File: src/core/duart_regs_pkg.sv
// How it works
// - status bits: ip change, B, counter, A
// - aux: baud set, timer mode, change enables
// - 16-bit preset from two byte registers
// - mode pointer: reset/pointer command to one, MR1 access advances
// - rts pins follow output bits zero and one
// - flow control drops rts on start, fifo full
// - output bit kept, rts back when space
// - rx interrupt select: ready or full
// - selected rx status drives pins four and five
// - character mode: errors of top character only
// - block mode: errors ORed since error reset
// - with/force parity: add and check parity
// - parity field 11 means multidrop
// - parity type: odd/even, forced level, address bit
// - data bit count excludes start, parity, stop
// - select 0 ready, 1 full; error 0 char
// - parity 00 with, 01 force, 10 none
// - parity type 0 even, 1 odd
// - block errors held until error/receiver reset
package duart_regs_pkg;
  // ==========================================================
  // bus map, byte addresses
  localparam int        ADDR_W        = 6;
  localparam int        CH_SEL_BIT    = 5;
  localparam logic [4:0] OFF_MR       = 5'h00;
  localparam logic [4:0] OFF_SR       = 5'h04;
  localparam logic [4:0] OFF_CMD      = 5'h08;
  localparam logic [5:0] OFF_INPUT_CHANGE_ACR = 6'h10;
  localparam logic [5:0] OFF_ISR_IMR  = 6'h14;
  localparam logic [5:0] OFF_CTU      = 6'h18;
  localparam logic [5:0] OFF_CTL      = 6'h1C;
  localparam logic [5:0] OFF_IP_OUTPUT_PIN_CONFIG  = 6'h34;
  localparam logic [5:0] OFF_OPR_SET  = 6'h38;
  localparam logic [5:0] OFF_OPR_CLR  = 6'h3C;
  // ==========================================================
  // fields
  localparam int MR1_RTS_BIT   = 7;
  localparam int MR1_RXINT_BIT = 6;
  localparam int MR1_ERR_BIT   = 5;
  localparam int MR1_PAR_HI    = 4;
  localparam int MR1_PAR_LO    = 3;
  localparam int MR1_PTYPE_BIT = 2;
  localparam int MR1_BPC_HI    = 1;
  localparam int CMD_HI        = 6;
  localparam int CMD_LO        = 4;
  localparam logic [2:0] CMD_SET_PTR   = 3'h1;
  localparam logic [2:0] CMD_RX_RESET  = 3'h2;
  localparam logic [2:0] CMD_ERR_RESET = 3'h4;
  localparam logic [2:0] CMD_BRK_RESET = 3'h5;
  localparam logic [1:0] PAR_WITH  = 2'h0;
  localparam logic [1:0] PAR_FORCE = 2'h1;
  localparam logic [1:0] PAR_NONE  = 2'h2;
  localparam logic [1:0] PAR_MULTI = 2'h3;
  localparam logic [3:0] DATA_BITS_BASE = 4'h5;
  localparam int ISR_CH_STRIDE = 4;
  localparam int ISR_TX        = 0;
  localparam int ISR_RX        = 1;
  localparam int ISR_DBRK      = 2;
  localparam int ISR_CTR       = 3;
  localparam int ISR_IPC       = 7;
  localparam int ACR_BRG_BIT   = 7;
  localparam int ACR_CT_HI     = 6;
  localparam int ACR_CT_LO     = 4;
  localparam int OP_RTS        = 0;
  localparam int OP_RXINT      = 4;
  localparam int OP_TXRDY      = 6;
  localparam logic [7:0] REG_RESET = 8'h00;
  typedef enum logic {PTR_MR1 = 1'b0, PTR_MR2 = 1'b1} mr_ptr_e;
endpackage : duart_regs_pkg

File: src/core/duart_mode_irq_regs.sv
// Implementation choices: the address map and the APB register port.
`timescale 1ns/10ps
module duart_mode_irq_regs (
  input  wire logic                          pclk,
  input  wire logic                          presetn,
  input  wire logic                          psel,
  input  wire logic                          penable,
  input  wire logic                          pwrite,
  input  wire logic [duart_regs_pkg::ADDR_W-1:0] paddr,
  input  wire logic [31:0]                   pwdata,
  output logic      [31:0]                   prdata,
  output logic                               pready,
  output logic                               pslverr,
  input  wire logic [1:0]                    rx_ready,
  input  wire logic [1:0]                    rx_fifo_full,
  input  wire logic [1:0]                    tx_ready,
  input  wire logic [1:0]                    rx_start_bit,
  input  wire logic [1:0]                    rx_top_load,
  input  wire logic [1:0]                    rx_top_framing,
  input  wire logic [1:0]                    rx_top_parity,
  input  wire logic [1:0]                    rx_top_break,
  input  wire logic [1:0]                    break_change,
  input  wire logic                          counter_ready,
  input  wire logic [3:0]                    input_pins,
  output logic      [7:0]                    output_pins,
  output logic                               irq_n,
  output logic      [1:0]                    rx_reset,
  output logic      [1:0]                    tx_parity_en,
  output logic      [1:0]                    rx_parity_check,
  output logic      [1:0]                    parity_odd,
  output logic      [1:0]                    multidrop,
  output logic      [7:0]                    data_bits,
  output logic      [15:0]                   mode_two,
  output logic                               baud_set2,
  output logic      [2:0]                    ct_mode,
  output logic      [15:0]                   timer_preset
);
  import duart_regs_pkg::*;

  // ==========================================================
  // bus phases and decode
  logic        setup;
  logic        access;
  logic        wr;
  logic        rd;
  logic [7:0]  wbyte;
  logic        hit;
  logic [7:0]  rd_val;
  logic [15:0] ch_rdata;
  logic [7:0]  interrupt_status;
  logic [7:0]  prdata_ff;
  logic [7:0]  nxt_prdata;

  // zero wait states: every access completes in its first access cycle
  assign setup   = psel & ~penable;
  assign access  = psel & penable;
  assign wr      = access & pwrite;
  assign rd      = access & ~pwrite;
  assign wbyte   = pwdata[7:0];
  assign pready  = access;
  assign pslverr = access & ~hit;
  assign prdata  = {24'h000000, prdata_ff};

  // ==========================================================
  // global registers
  logic [7:0] acr_ff;
  logic [7:0] nxt_acr;
  logic [7:0] imr_ff;
  logic [7:0] nxt_imr;
  logic [7:0] ctu_ff;
  logic [7:0] nxt_ctu;
  logic [7:0] ctl_ff;
  logic [7:0] nxt_ctl;
  logic [7:0] output_pin_config_ff;
  logic [7:0] nxt_output_pin_config;
  logic [7:0] opr_ff;
  logic [7:0] nxt_opr;
  logic [3:0] pins_ff;
  logic [3:0] nxt_pins;
  logic [3:0] delta_ff;
  logic [3:0] nxt_delta;
  logic       ctr_ff;
  logic       nxt_ctr;
  logic       irq_n_ff;
  logic       nxt_irq_n;

  // read decode; channel regions have bit 4 of the address clear
  always_comb begin
    hit    = 1'b0;
    rd_val = REG_RESET;
    if (!paddr[4]) begin
      hit    = (paddr[4:0] == OFF_MR) | (paddr[4:0] == OFF_SR & ~pwrite)
             | (paddr[4:0] == OFF_CMD & pwrite);
      rd_val = ch_rdata[paddr[CH_SEL_BIT]*8 +: 8];
    end else begin
      case (paddr)
        OFF_INPUT_CHANGE_ACR: begin
          hit    = 1'b1;
          rd_val = {delta_ff, input_pins};
        end
        OFF_ISR_IMR: begin
          hit    = 1'b1;
          rd_val = interrupt_status;
        end
        OFF_CTU, OFF_CTL: hit = pwrite;
        OFF_IP_OUTPUT_PIN_CONFIG: begin
          hit    = 1'b1;
          rd_val = {4'h0, input_pins};
        end
        OFF_OPR_SET: hit = pwrite;
        OFF_OPR_CLR: hit = 1'b1;
        default: hit = 1'b0;
      endcase
    end
  end

  // read data captured in setup so the access cycle answers at once
  always_comb begin
    nxt_prdata = prdata_ff;
    if (setup) begin
      nxt_prdata = pwrite ? REG_RESET : rd_val;
    end
  end

  // write-only control and the sticky global flags
  always_comb begin
    nxt_acr   = acr_ff;
    nxt_imr   = imr_ff;
    nxt_ctu   = ctu_ff;
    nxt_ctl   = ctl_ff;
    nxt_output_pin_config  = output_pin_config_ff;
    nxt_opr   = opr_ff;
    nxt_pins  = input_pins;
    nxt_delta = delta_ff;
    nxt_ctr   = ctr_ff;
    if (wr) begin
      case (paddr)
        OFF_INPUT_CHANGE_ACR: nxt_acr  = wbyte;
        OFF_ISR_IMR:  nxt_imr  = wbyte;
        OFF_CTU:      nxt_ctu  = wbyte;
        OFF_CTL:      nxt_ctl  = wbyte;
        OFF_IP_OUTPUT_PIN_CONFIG:  nxt_output_pin_config = wbyte;
        OFF_OPR_SET:  nxt_opr  = opr_ff | wbyte;
        OFF_OPR_CLR:  nxt_opr  = opr_ff & ~wbyte;
        default:      nxt_opr  = opr_ff;
      endcase
    end
    // only input change flags that were shown to software are cleared by the read
    if (rd && paddr == OFF_INPUT_CHANGE_ACR) begin
      nxt_delta = delta_ff & ~prdata_ff[7:4];
    end
    if (rd && paddr == OFF_OPR_CLR) begin
      nxt_ctr = 1'b0;
    end
    // set after clear: an event in the clearing cycle survives
    nxt_delta = nxt_delta | (input_pins ^ pins_ff);
    nxt_ctr   = nxt_ctr | counter_ready;
    nxt_irq_n = ~|(interrupt_status & imr_ff);
  end

  always_ff @(posedge pclk or negedge presetn) begin
    if (!presetn) begin
      prdata_ff <= REG_RESET;
      acr_ff    <= REG_RESET;
      imr_ff    <= REG_RESET;
      ctu_ff    <= REG_RESET;
      ctl_ff    <= REG_RESET;
      output_pin_config_ff   <= REG_RESET;
      opr_ff    <= REG_RESET;
      pins_ff   <= 4'h0;
      delta_ff  <= 4'h0;
      ctr_ff    <= 1'b0;
      irq_n_ff  <= 1'b1;
    end else begin
      prdata_ff <= nxt_prdata;
      acr_ff    <= nxt_acr;
      imr_ff    <= nxt_imr;
      ctu_ff    <= nxt_ctu;
      ctl_ff    <= nxt_ctl;
      output_pin_config_ff   <= nxt_output_pin_config;
      opr_ff    <= nxt_opr;
      pins_ff   <= nxt_pins;
      delta_ff  <= nxt_delta;
      ctr_ff    <= nxt_ctr;
      irq_n_ff  <= nxt_irq_n;
    end
  end

  // global status bits; channel bits come from the loop below
  assign interrupt_status[ISR_IPC]   = |(delta_ff & acr_ff[3:0]);
  assign interrupt_status[ISR_CTR]   = ctr_ff;
  assign irq_n          = irq_n_ff;
  assign baud_set2      = acr_ff[ACR_BRG_BIT];
  assign ct_mode        = acr_ff[ACR_CT_HI:ACR_CT_LO];
  assign timer_preset   = {ctu_ff, ctl_ff};
  assign output_pins[2] = ~opr_ff[2];
  assign output_pins[3] = ~opr_ff[3];

  // ==========================================================
  // per-channel mode, error and flow control state
  genvar ch;
  for (ch = 0; ch < 2; ch++) begin : g_ch
    logic       ch_hit;
    logic       mr_acc;
    logic       cmd_wr;
    logic [2:0] cmd;
    logic [2:0] top_err;
    logic [2:0] shown_err;
    logic       rx_int;
    logic [7:0] sr;
    logic [7:0] mr1_ff;
    logic [7:0] nxt_mr1;
    logic [7:0] mr2_ff;
    logic [7:0] nxt_mr2;
    mr_ptr_e    ptr_ff;
    mr_ptr_e    nxt_ptr;
    logic [2:0] err_acc_ff;
    logic [2:0] nxt_err_acc;
    logic       rts_block_ff;
    logic       nxt_rts_block;
    logic       dbrk_ff;
    logic       nxt_dbrk;
    logic       rx_reset_ff;
    logic       nxt_rx_reset;

    assign ch_hit  = ~paddr[4] & (paddr[CH_SEL_BIT] == 1'(ch));
    assign mr_acc  = access & ch_hit & (paddr[4:0] == OFF_MR);
    assign cmd_wr  = wr & ch_hit & (paddr[4:0] == OFF_CMD);
    assign cmd     = wbyte[CMD_HI:CMD_LO];
    assign top_err = {rx_top_break[ch], rx_top_framing[ch], rx_top_parity[ch]};
    // error mode 0 shows the top character only
    assign shown_err = mr1_ff[MR1_ERR_BIT] ? err_acc_ff : top_err;
    // 0 picks receiver ready, 1 picks fifo full
    assign rx_int  = mr1_ff[MR1_RXINT_BIT] ? rx_fifo_full[ch] : rx_ready[ch];
    assign sr      = {shown_err, 2'h0, tx_ready[ch], rx_fifo_full[ch], rx_ready[ch]};
    assign ch_rdata[ch*8 +: 8] = (paddr[4:0] == OFF_SR) ? sr
                               : (ptr_ff == PTR_MR1) ? mr1_ff : mr2_ff;

    always_comb begin
      nxt_mr1       = mr1_ff;
      nxt_mr2       = mr2_ff;
      nxt_ptr       = ptr_ff;
      nxt_err_acc   = err_acc_ff;
      nxt_rts_block = rts_block_ff;
      nxt_dbrk      = dbrk_ff;
      nxt_rx_reset  = 1'b0;
      // mode register pointer: a first-register access advances it, the set-pointer command resets it
      if (mr_acc && ptr_ff == PTR_MR1) begin
        nxt_ptr = PTR_MR2;
        if (pwrite) begin
          nxt_mr1 = wbyte;
        end
      end else if (mr_acc && pwrite) begin
        nxt_mr2 = wbyte;
      end
      if (cmd_wr) begin
        case (cmd)
          CMD_SET_PTR:   nxt_ptr = PTR_MR1;
          CMD_RX_RESET: begin
            nxt_err_acc  = 3'h0;
            nxt_rx_reset = 1'b1;
          end
          CMD_ERR_RESET: nxt_err_acc = 3'h0;
          CMD_BRK_RESET: nxt_dbrk = 1'b0;
          default:       nxt_ptr = nxt_ptr;
        endcase
      end
      // a character reaching the top in the clear cycle is still counted
      if (rx_top_load[ch]) begin
        nxt_err_acc = nxt_err_acc | top_err;
      end
      nxt_dbrk = nxt_dbrk | break_change[ch];
      // flow control never touches the output bit itself
      if (!rx_fifo_full[ch]) begin
        nxt_rts_block = 1'b0;
      end else if (mr1_ff[MR1_RTS_BIT] && rx_start_bit[ch]) begin
        nxt_rts_block = 1'b1;
      end
      if (!mr1_ff[MR1_RTS_BIT]) begin
        nxt_rts_block = 1'b0;
      end
    end

    always_ff @(posedge pclk or negedge presetn) begin
      if (!presetn) begin
        mr1_ff       <= REG_RESET;
        mr2_ff       <= REG_RESET;
        ptr_ff       <= PTR_MR1;
        err_acc_ff   <= 3'h0;
        rts_block_ff <= 1'b0;
        dbrk_ff      <= 1'b0;
        rx_reset_ff  <= 1'b0;
      end else begin
        mr1_ff       <= nxt_mr1;
        mr2_ff       <= nxt_mr2;
        ptr_ff       <= nxt_ptr;
        err_acc_ff   <= nxt_err_acc;
        rts_block_ff <= nxt_rts_block;
        dbrk_ff      <= nxt_dbrk;
        rx_reset_ff  <= nxt_rx_reset;
      end
    end

    // status bits in the summary register, stride four per channel
    assign interrupt_status[ch*ISR_CH_STRIDE + ISR_TX]   = tx_ready[ch];
    assign interrupt_status[ch*ISR_CH_STRIDE + ISR_RX]   = rx_int;
    assign interrupt_status[ch*ISR_CH_STRIDE + ISR_DBRK] = dbrk_ff;

    // pins are active low: a set output bit drives the pin low unless rts is blocked or the pin is switched to show status
    assign output_pins[OP_RTS + ch]   = ~(opr_ff[OP_RTS + ch] & ~rts_block_ff);
    assign output_pins[OP_RXINT + ch] = output_pin_config_ff[OP_RXINT + ch] ? ~rx_int
                                      : ~opr_ff[OP_RXINT + ch];
    assign output_pins[OP_TXRDY + ch] = output_pin_config_ff[OP_TXRDY + ch] ? ~tx_ready[ch]
                                      : ~opr_ff[OP_TXRDY + ch];

    // character format handed to the serial engines
    assign tx_parity_en[ch]    = (mr1_ff[MR1_PAR_HI:MR1_PAR_LO] == PAR_WITH)
                               | (mr1_ff[MR1_PAR_HI:MR1_PAR_LO] == PAR_FORCE);
    assign rx_parity_check[ch] = tx_parity_en[ch];
    assign multidrop[ch]       = (mr1_ff[MR1_PAR_HI:MR1_PAR_LO] == PAR_MULTI);
    // type bit: odd/even, forced level or address flag; unused with no parity
    assign parity_odd[ch]      = (mr1_ff[MR1_PAR_HI:MR1_PAR_LO] != PAR_NONE)
                               & mr1_ff[MR1_PTYPE_BIT];
    // data bits only; start, parity and stop are counted elsewhere
    assign data_bits[ch*4 +: 4] = DATA_BITS_BASE
                                + {2'h0, mr1_ff[MR1_BPC_HI:0]};
    assign mode_two[ch*8 +: 8]  = mr2_ff;
    assign rx_reset[ch]         = rx_reset_ff;
  end

endmodule : duart_mode_irq_regs

File: config.mk
export PLATFORM = sky130hd
export DESIGN_NAME = duart_mode_irq_regs
export DESIGN_NICKNAME = d
export VERILOG_FILES = /design/src/core/duart_regs_pkg.sv /design/src/core/duart_mode_irq_regs.sv
export SDC_FILE = /design/constraint.sdc
export NUM_CORES = 1
export LEC_CHECK = 0
export ABC_AREA = 1
export BUFFER_PORTS_ARGS = -buffer_cell sky130_fd_sc_hd__buf_4
export CAP_MARGIN = 20
export CORE_ASPECT_RATIO = 0.7
export CORE_MARGIN = 5
export CORE_UTILIZATION = 45
export CTS_CLUSTER_SIZE = 40
export DETAILED_ROUTE_END_ITERATION = 7
export HOLD_SLACK_MARGIN = 0.08
export PLACE_DENSITY_LB_ADDON = 0.12
export SLEW_MARGIN = 0
export SYNTH_ARGS = -nofsm -noshare
export SYNTH_HDL_FRONTEND = slang
export SYNTH_SLANG_ARGS = --single-unit
File: constraint.sdc
create_clock -name pclk -period 1.85 [get_ports pclk]
set_input_delay 0.555 -clock pclk [delete_from_list [all_inputs] [get_ports pclk]]
set_output_delay 0.555 -clock pclk [all_outputs]
set_load 0.02 [all_outputs]
==> results of run 1 <==
## kinds of logic (layout without fill, tap and decap cells)
family          Yosys count  in the layout  synth area share
buf+inv                 107            254             0.101
fa+ha+maj                 2              2           0.00471
xor+xnor                  4              4           0.00660
flops                   108            108             0.509
simple gates            316            316             0.254
compound gates          124            124             0.124
other cells               1             24          0.000706
## layout make-up
cell class	count	area share
flip-flops and latches	108	0.383
multi-input cells	470	0.316
repair buffers	179	0.202
clock buffers	10	0.0339
inverters	59	0.0314
well taps	157	0.0278
clock inverters	6	0.00638
## metal layers
layer,vias to the layer above,part of all wire
li1,2394,-
met1,2340,0.47
met2,151,0.46
met3,19,0.064
met4,0,0.011
met5,-,0
## repair_timing
item	CTS	global route
gates resized for setup	17	3
hold endpoints to repair	8	0
setup endpoints to repair	3	2
buffers inserted	4	2
pin swaps	10	7
hold buffers	1	0
## final timing paths
| check | from | end | slack, ps | depth (start not counted) |
|---|---|---|---|---|
| min in group asynchronous | presetn | g_ch[1].mr1_ff[2] | 590 | 2 |
| max in group asynchronous | presetn | irq_n | 740 | 3 |
| worst min register to register | g_ch[1].err_acc_ff[2] | g_ch[1].err_acc_ff[2] | 480 | 2 |
| worst max register to register | g_ch[0].ptr_ff | prdata_ff[2] | 530 | 6 |
| worst min-delay path | input_pins[2] | pins_ff[2] | 340 | 1 |
| worst max-delay path | paddr[0] | pslverr | -190 | 10 |
## critical path: cells and delay by family
kind / cells / cell delay, ps
AND/OR/NAND/NOR: 8 / 700
buffers and inverters: 2 / 220
## cells in the final DEF (no fill, tap or decap), drive strengths merged
master       count
a21o             1
a21oi           12
buf            178
clkbuf          10
clkinv           3
conb            24
dfrtp          107
dfstp            1
dlygate4sd3      1
ha               2
inv             62
nand2          225
nand3           34
nand4            3
nor2            51
nor3             2
o2111ai          1
o211a            2
o211ai           3
o21a             4
o21ai          100
o221ai           1
or2              1
xnor2            4
## registers in the layout (all words and copies together) (netlist names), named ones only
name / count
g_ch.err_acc_ff: 6
delta_ff: 4
acr_ff: 8
g_ch.rts_block_ff: 2
g_ch.dbrk_ff: 2
g_ch.mr2_ff: 16
g_ch.ptr_ff: 2
prdata_ff: 8
pins_ff: 4
output_pin_config_ff: 4
ctl_ff: 8
ctu_ff: 8
g_ch.mr1_ff: 16
imr_ff: 8
g_ch.rx_reset_ff: 2
irq_n: 1
ctr_ff: 1
## per-stage QoR
stage | std cells | util
global route | 989 | 0.606
CTS | 987 | 0.604
finish | 989 | 0.606
floorplan | 685 | -
detailed placement | 968 | 0.573
global placement | 968 | 0.573
## power by group through the flow
stage | Sequential (uW) | Clock (uW) | Combinational [uW]
after floorplan | 2610 | 0 | 429
after global placement | 2570 | 0 | 887
after detailed placement | 2580 | 0 | 903
after CTS | 2530 | 1900 | 920
after global routing | 2550 | 2000 | 1010
final | 2530 | 1880 | 921
==> results.yml, run 1 <==
run_status:
  status: "complete, but fails checks"
  failed_checks: "setup timing"
synth:
  async_reset_ff_frac: 1.00
  ys_seq_area_frac: 0.509
  synth_area_leaders: "dfrtp_1 (50%), nand2_1 (15%), o21ai_0 (5.4%)"
  synthCells: 662
  synth_top_area_frac: 0.504
  yosysWarnings: 0
  synth.most_common_cell: "nand2_1"
  synth-seq-cells: 108
  ys.flop_type: "dfrtp_1"
  netlist_top_cells_count: "nand2_1 (218), dfrtp_1 (107), o21ai_0 (57)"
  synth_cell_types: 33
  synth_edf_count: 0
  avgSynthCellArea_um2: 8.02
  yosysTopAreaCell: "dfrtp_1"
  netlist_area_um2: 5310
detailed_routing:
  vias_per_cell: 4.96
  drt_iter0_drc: 263
  routed_wl_um: 16300
  num_vias: 4904
  final_antenna_net_count: 0
  drtPass1Iterations: 4
  wl_per_cell_um: 16.5
  drc: 0
setup_path:
  crit_chain: "buf_6, nor2_4, nand2_4, nor2_4, nand2_2, nand2_1, nor2_1, nand3_1, nor2_4, buf_6"
  cp_slowest_cell: "nor2_4"
  cp.arrival_ps: 1490
  endpoint_kind: "output pin"
  cp.required_ps: 1290
  cp_max_fo: 3
  critPathKind: "in -> out"
  crit_top_cell: "nor2_4"
  critPathLaunchType: "input pin"
  cp_slowest_stage_delay_ps: 170
clocking:
  cts_root_buffer: "clkbuf_16"
  cts_buffers: 9
  cts_tree: "built"
  max-clock-path-buffers: 2
  clk_latency_ps: 350
  clock_sinks: 108
  h-tree-depth: 3
  clk_pin_slew_worst_paths_ps: 70
layout:
  area_delta_synth_final_pct: 32.9
  final_nets: 895
  seqCellArea_um2: 2700
  antenna_cells: 0
  multiInputGateArea_um2: 2230
  fillers: 1063
  fin_area_um2: 7060
  drive_above_1_share: 0.286
sta:
  max_freq_ghz: 0.490
  hold_ws_ps: 341
  finalHoldViolCount: 0
  min_period_ps: 2040
  final.setup.tns_ps: -192
  rsz0062_at_grt: "yes"
  skew_ps: 6.13
  postLayoutSetupSlackWorst_ps: -192
  finalSetupViolCount: 1
  period_share: 1.10
  report.final.slew_viol_count: 0
power_and_ir_drop:
  ir_drop_v: 0.000605
  seqPwrFrac: 0.475
  fin_total_pwr_uw: 5330
  power_frac_comb: 0.173
  p_sw_uw: 1550
  powerDensity_nw_per_um2: 755
  p_int_uw: 3790
  clockPowerShare: 0.353
  p_sw_frac: 0.290
  p_leak_uw: 0.00358
place:
  place_area_um2: 6670
  portBuffers: 114
  gp_congestion: 0.876
  dp_hpwl_um: 12700
  dpl_worst_slack_ps: -275
die:
  io_pins: 163
  rows: 33
  start_util: 0.456
  fp.dieH_um: 101
  die_w_um: 140
  core_area_um2: 11600
  die_area_um2: 14100
global_routing:
  grt_use_met3: 0.0578
  grt.busiest_layer: "met2"
  grt_pass1_wl_um: 26400
  met1_usage: 0.344
  antenna_found_initial: 0
  grt_pass1_vias: 4856
  grt_max_degree: 45
  use_met2: 0.371
  gr-total-overflow: 0
  grt.total_usage: 0.240
flow_run:
  max_cap_violations: 0
min_path:
  hp-class: "in -> reg"
(Power assumes the default switching activity.)
==> run 2: changes to the inputs <==
==> constraint.sdc (replaced) <==
create_clock -name pclk -period 1.85 [get_ports pclk]
set_input_delay 0.37 -clock pclk [delete_from_list [all_inputs] [get_ports pclk]]
set_output_delay 0.37 -clock pclk [all_outputs]
set_load 0.02 [all_outputs]
==> results.yml, run 2 (same netlist as run 1, synthesis figures left out) <==
clocking:
  clock_sinks: 108
  h-tree-depth: 3
  cts_tree: "built"
  clk_latency_ps: 340
  cts_root_buffer: "clkbuf_16"
  clk_pin_slew_worst_paths_ps: 70
  cts_buffers: 9
  postCtsSetupBuffers: 0
  max-clock-path-buffers: 2
power_and_ir_drop:
  ir_drop_v: 0.000433
  power_frac_comb: 0.159
  p_leak_uw: 0.00336
  p_sw_uw: 1480
  p_sw_frac: 0.276
  powerDensity_nw_per_um2: 802
  seqPwrFrac: 0.473
  p_int_uw: 3870
  clockPowerShare: 0.368
sta:
  maxSlewHeadroom: 0.648
  finalSetupViolCount: 0
  finalHoldViolCount: 0
  min_period_ps: 1790
  max_freq_ghz: 0.559
  period_share: 0.968
  skew_ps: 5.28
  report.final.slew_viol_count: 0
  tightest_slew_ps: 527
detailed_routing:
  drt_iter0_drc: 306
  routed_wl_um: 15500
  vias_per_cell: 5.04
  drtPass1Iterations: 5
  final_antenna_net_count: 0
  drc: 0
  num_vias: 4780
  wl_per_cell_um: 16.3
die:
  io_pins: 163
  core_area_um2: 11600
  die_w_um: 140
  fp.dieH_um: 101
  rows: 33
  die_area_um2: 14100
  start_util: 0.456
setup_path:
  endpoint_kind: "output pin"
  r2r_start: "g_ch[1].mr1_ff[6]"
  cp_max_fo: 5
  cp.arrival_ps: 1420
  cp.required_ps: 1480
  reg2reg_to: "prdata_ff[5]"
  rr_worst_depth: 6
  critPathLaunchType: "input pin"
  rrSetupSlack_ps: 550
  critPathKind: "in -> out"
layout:
  final_nets: 855
  final_cell_mix: "nand2_1 (217), buf_4 (136), dfrtp_1 (107)"
  antenna_cells: 0
  area_delta_synth_final_pct: 25.6
  finalNonFillerCells: 949
  drive_above_1_share: 0.236
  utilization: 0.573
  mostFrequentLayoutCell: "nand2_1"
  largestRegisters: "g_ch.mr1_ff: 16 flops, g_ch.mr2_ff: 16 flops"
  fin_area_um2: 6670
min_path:
  hp-class: "in -> reg"
  whs_path_depth: 1
  hold_end: "pins_ff[0]"
  min-delay-start: "input_pins[0]"
place:
  portBuffers: 114
  dp_hpwl_um: 11900
  place_area_um2: 6340
  gp_congestion: 0.931
  dp_cells: 932
run_status:
  status: "complete, no violations"
global_routing:
  gr-total-overflow: 0
  antenna_found_initial: 0
  grt_max_degree: 33
  grt.total_usage: 0.221
  grt_pass1_vias: 4502
  grt_pass1_wl_um: 24400
flow_run:
  max_cap_violations: 0
run 2: changes by cell type in the layout (fill, tap and decap cells not counted), moves of 2 or more:
cell | before | now
buf_4 | 169 | 136
buf_6 | 4 | 0
nand2_1 | 213 | 217
buf_12 | 5 | 2
nand2_2 | 11 | 8
a21oi_1 | 9 | 11
a21oi_2 | 3 | 1
inv_6 | 4 | 2
nor2_2 | 4 | 6
nor2_4 | 7 | 5
run 2: layer usage:
metal  GRT usage  up-vias  wire length [um]  part of all wire
li1            -     2314                 -                 -
met1       0.315     2269              7200              0.47
met2       0.342      182              6990              0.45
met3      0.0564       15              1140             0.073
met4      0.0514        0               156             0.010
met5           0        -                 0                 0
run 2: area by class of cell:
type,instances,area (um2)
inverters,59,221
repair buffers,139,1070
clock inverters,6,68.8
clock buffers,10,239
multi-input cells,470,2170
well taps,157,196
flip-flops and latches,108,2700
fillers,1096,4970
run 2: how the worst max path moves through the flow:
stage,start,to,slack [ps]
floorplan,paddr[2],pslverr,230
global placement,paddr[1],g_ch[1].dbrk_ff,50
detailed placement,paddr[1],g_ch[0].mr1_ff[1],0.4
CTS,g_ch[0].mr1_ff[6],output_pins[4],40
global route,paddr[1],pslverr,-3
finish,paddr[1],pslverr,60
run 2: worst max-delay path, cell delays in order:
cell and delay [ps]:
buf_4 120, nor2_4 180, buf_4 160, nand2_2 120, o221ai_1 240, nor2_2 80, buf_4 160
run 2: repair_timing:
action	4_1_cts	5_1_grt
hold buffers	1	0
endpoints found under the setup margin	1	2
resized for setup	1	6
hold endpoints to repair	25	0
run 2: power by group through the flow:
stage	Sequential (uW)	Combinational [uW]	Clock (uW)
2_1_floorplan	2610	424	0
3_3_place_gp	2570	834	0
3_5_place_dp	2570	846	0
4_1_cts	2530	850	2010
5_1_grt	2540	932	2100
6_report	2530	850	1970
run 2: metrics by stage:
stage	TNS, ps	hold WS [ps]	total power (uW)	setup slack [ps]
3_3_place_gp	0	331	3410	47.7
4_1_cts	0	154	5380	35.0
3_5_place_dp	0	342	3420	0.371
2_1_floorplan	0	74.4	3030	233
5_1_grt	-2.96	147	5580	-2.96
6_report	0	160	5350	59.5
==> run 3: changes to the inputs <==
--- a/config.mk
+++ b/config.mk
@@ -8,9 +8,11 @@
 export ABC_AREA = 1
 export BUFFER_PORTS_ARGS = -buffer_cell sky130_fd_sc_hd__buf_4
 export CAP_MARGIN = 20
+export CELL_PAD_IN_SITES_DETAIL_PLACEMENT = 0
+export CELL_PAD_IN_SITES_GLOBAL_PLACEMENT = 1
 export CORE_ASPECT_RATIO = 0.7
 export CORE_MARGIN = 5
-export CORE_UTILIZATION = 45
+export CORE_UTILIZATION = 33
 export CTS_CLUSTER_SIZE = 40
 export DETAILED_ROUTE_END_ITERATION = 7
 export HOLD_SLACK_MARGIN = 0.08
==> results.yml, run 3 (same netlist as run 1, synthesis figures left out) <==
detailed_routing:
  drc: 0
  vias_per_cell: 4.68
  final_antenna_net_count: 0
  wl_per_cell_um: 16.6
  num_vias: 4668
  routed_wl_um: 16600
  drt_iter0_drc: 431
  drtPass1Iterations: 5
setup_path:
  critical_path.top_delay_family: "buffers and inverters"
  reg2reg_to: "prdata_ff[7]"
  endpoint_kind: "output pin"
  rr_worst_depth: 9
  r2r_start: "g_ch[1].ptr_ff"
  cp_slowest_stage_delay_ps: 380
  cp.arrival_ps: 1420
  crit_top_cell: "buf_4"
  cp_slowest_cell: "dfrtp_1"
  crit_chain: "inv_1, o21ai_0, buf_4, a21oi_2, buf_4"
  rrSetupSlack_ps: 560
  critPathKind: "reg -> out"
  cp.required_ps: 1480
  critPathLaunchType: "register"
  cp_max_fo: 3
  path_buf_inv: 3
layout:
  utilization: 0.434
  area_delta_synth_final_pct: 27.8
  final_cell_mix: "nand2_1 (218), buf_4 (142), dfrtp_1 (107)"
  seqCellArea_um2: 2700
  largestRegisters: "g_ch.mr1_ff: 16 flops, g_ch.mr2_ff: 16 flops"
  final_nets: 861
  fillers: 1615
  multiInputGateArea_um2: 2170
  mostFrequentLayoutCell: "nand2_1"
  drive_above_1_share: 0.239
  antenna_cells: 0
  finalNonFillerCells: 998
die:
  io_pins: 163
  core_area_um2: 15600
  die_area_um2: 18800
  rows: 38
  start_util: 0.340
  fp.dieH_um: 116
  die_w_um: 162
global_routing:
  grt_pass1_wl_um: 26100
  gr-total-overflow: 0
  antenna_found_initial: 0
  grt_max_degree: 45
  grt_pass1_vias: 4633
  grt.total_usage: 0.181
clocking:
  clk_latency_ps: 350
  max-clock-path-buffers: 2
  cts_root_buffer: "clkbuf_16"
  clk_pin_slew_worst_paths_ps: 70
  h-tree-depth: 3
  cts_tree: "built"
  cts_buffers: 9
  clock_sinks: 108
sta:
  finalHoldViolCount: 0
  postLayoutSetupSlackWorst_ps: 58.6
  maxSlewHeadroom: 0.645
  finalSetupViolCount: 0
  period_share: 0.968
  min_period_ps: 1790
  tightest_slew_ps: 532
  max_freq_ghz: 0.558
  skew_ps: 6.40
  report.final.slew_viol_count: 0
place:
  dp_hpwl_um: 12800
  dpl_worst_slack_ps: 36.9
  dp_cells: 980
  portBuffers: 114
  gp_congestion: 0.827
min_path:
  min-delay-start: "input_pins[2]"
  hp-class: "in -> reg"
  hold_end: "pins_ff[2]"
  whs_path_depth: 1
power_and_ir_drop:
  p_leak_uw: 0.00340
  powerDensity_nw_per_um2: 804
  ir_drop_v: 0.000460
flow_run:
  max_cap_violations: 0
run_status:
  status: "complete, no violations"
run 3: final cells by class:
| cell class | count | share of cell area |
|---|---|---|
| Multi-Input combinational cell | 470 | 0.320 |
| Inverter | 59 | 0.0326 |
| Tap cell | 200 | 0.0369 |
| Clock inverter | 4 | 0.00811 |
| Timing Repair Buffer | 145 | 0.164 |
| Sequential cell | 108 | 0.398 |
| Clock buffer | 12 | 0.0393 |
run 3: power by group:
group | switching, uW | internal (uW) | leakage [uW]
combinational | 545 | 314 | 0.00185
sequential | 67.7 | 2460 | 0.00139
clock | 895 | 1170 | 0.000155
total | 1510 | 3950 | 0.00340
run 3: through the flow:
stage	cell area [um2]	total power (uW)	TNS (ps)	hold slack [ps]
final	6790	5450	0	162
after global routing	6790	5700	-6.75	148
after CTS	6760	5510	0	155
after detailed placement	6430	3440	0	351
after global placement	6430	3430	0	342
after floorplan	5400	3030	0	74.4
run 3: how the worst max path moves through the flow:
| stage | cells past startpoint | slack [ps] | startpoint | end |
|---|---|---|---|---|
| after floorplan | 8 | 230 | paddr[2] | pslverr |
| after global placement | 8 | 60 | paddr[1] | pslverr |
| after detailed placement | 8 | 40 | paddr[1] | g_ch[0].mr1_ff[7] |
| after CTS | 5 | 10 | g_ch[0].mr1_ff[6] | output_pins[4] |
| after global routing | 10 | -7 | paddr[0] | pslverr |
| final | 5 | 60 | g_ch[0].mr1_ff[6] | output_pins[4] |
run 3: layer usage:
layer	track usage	wire [um]	vias to the layer above
li1	-	-	2325
met2	0.269	7150	140
met4	0.0411	241	0
met3	0.0455	1050	21
met1	0.269	8180	2182
met5	0	0	-
run 3: worst register-to-register path, delay by kind of cell (launching register included):
kind	cells	cell delay [ps]
buffers and inverters	1	260
DFF	1	380
and+or+nand+nor	8	590
run 3: repair_timing:
action                     in CTS  in global routing
hold endpoints to repair       28                  0
gates resized for setup         0                  4
hold buffers                    1                  0
setup buffers                   0                  1
setup endpoints to repair       0                  2
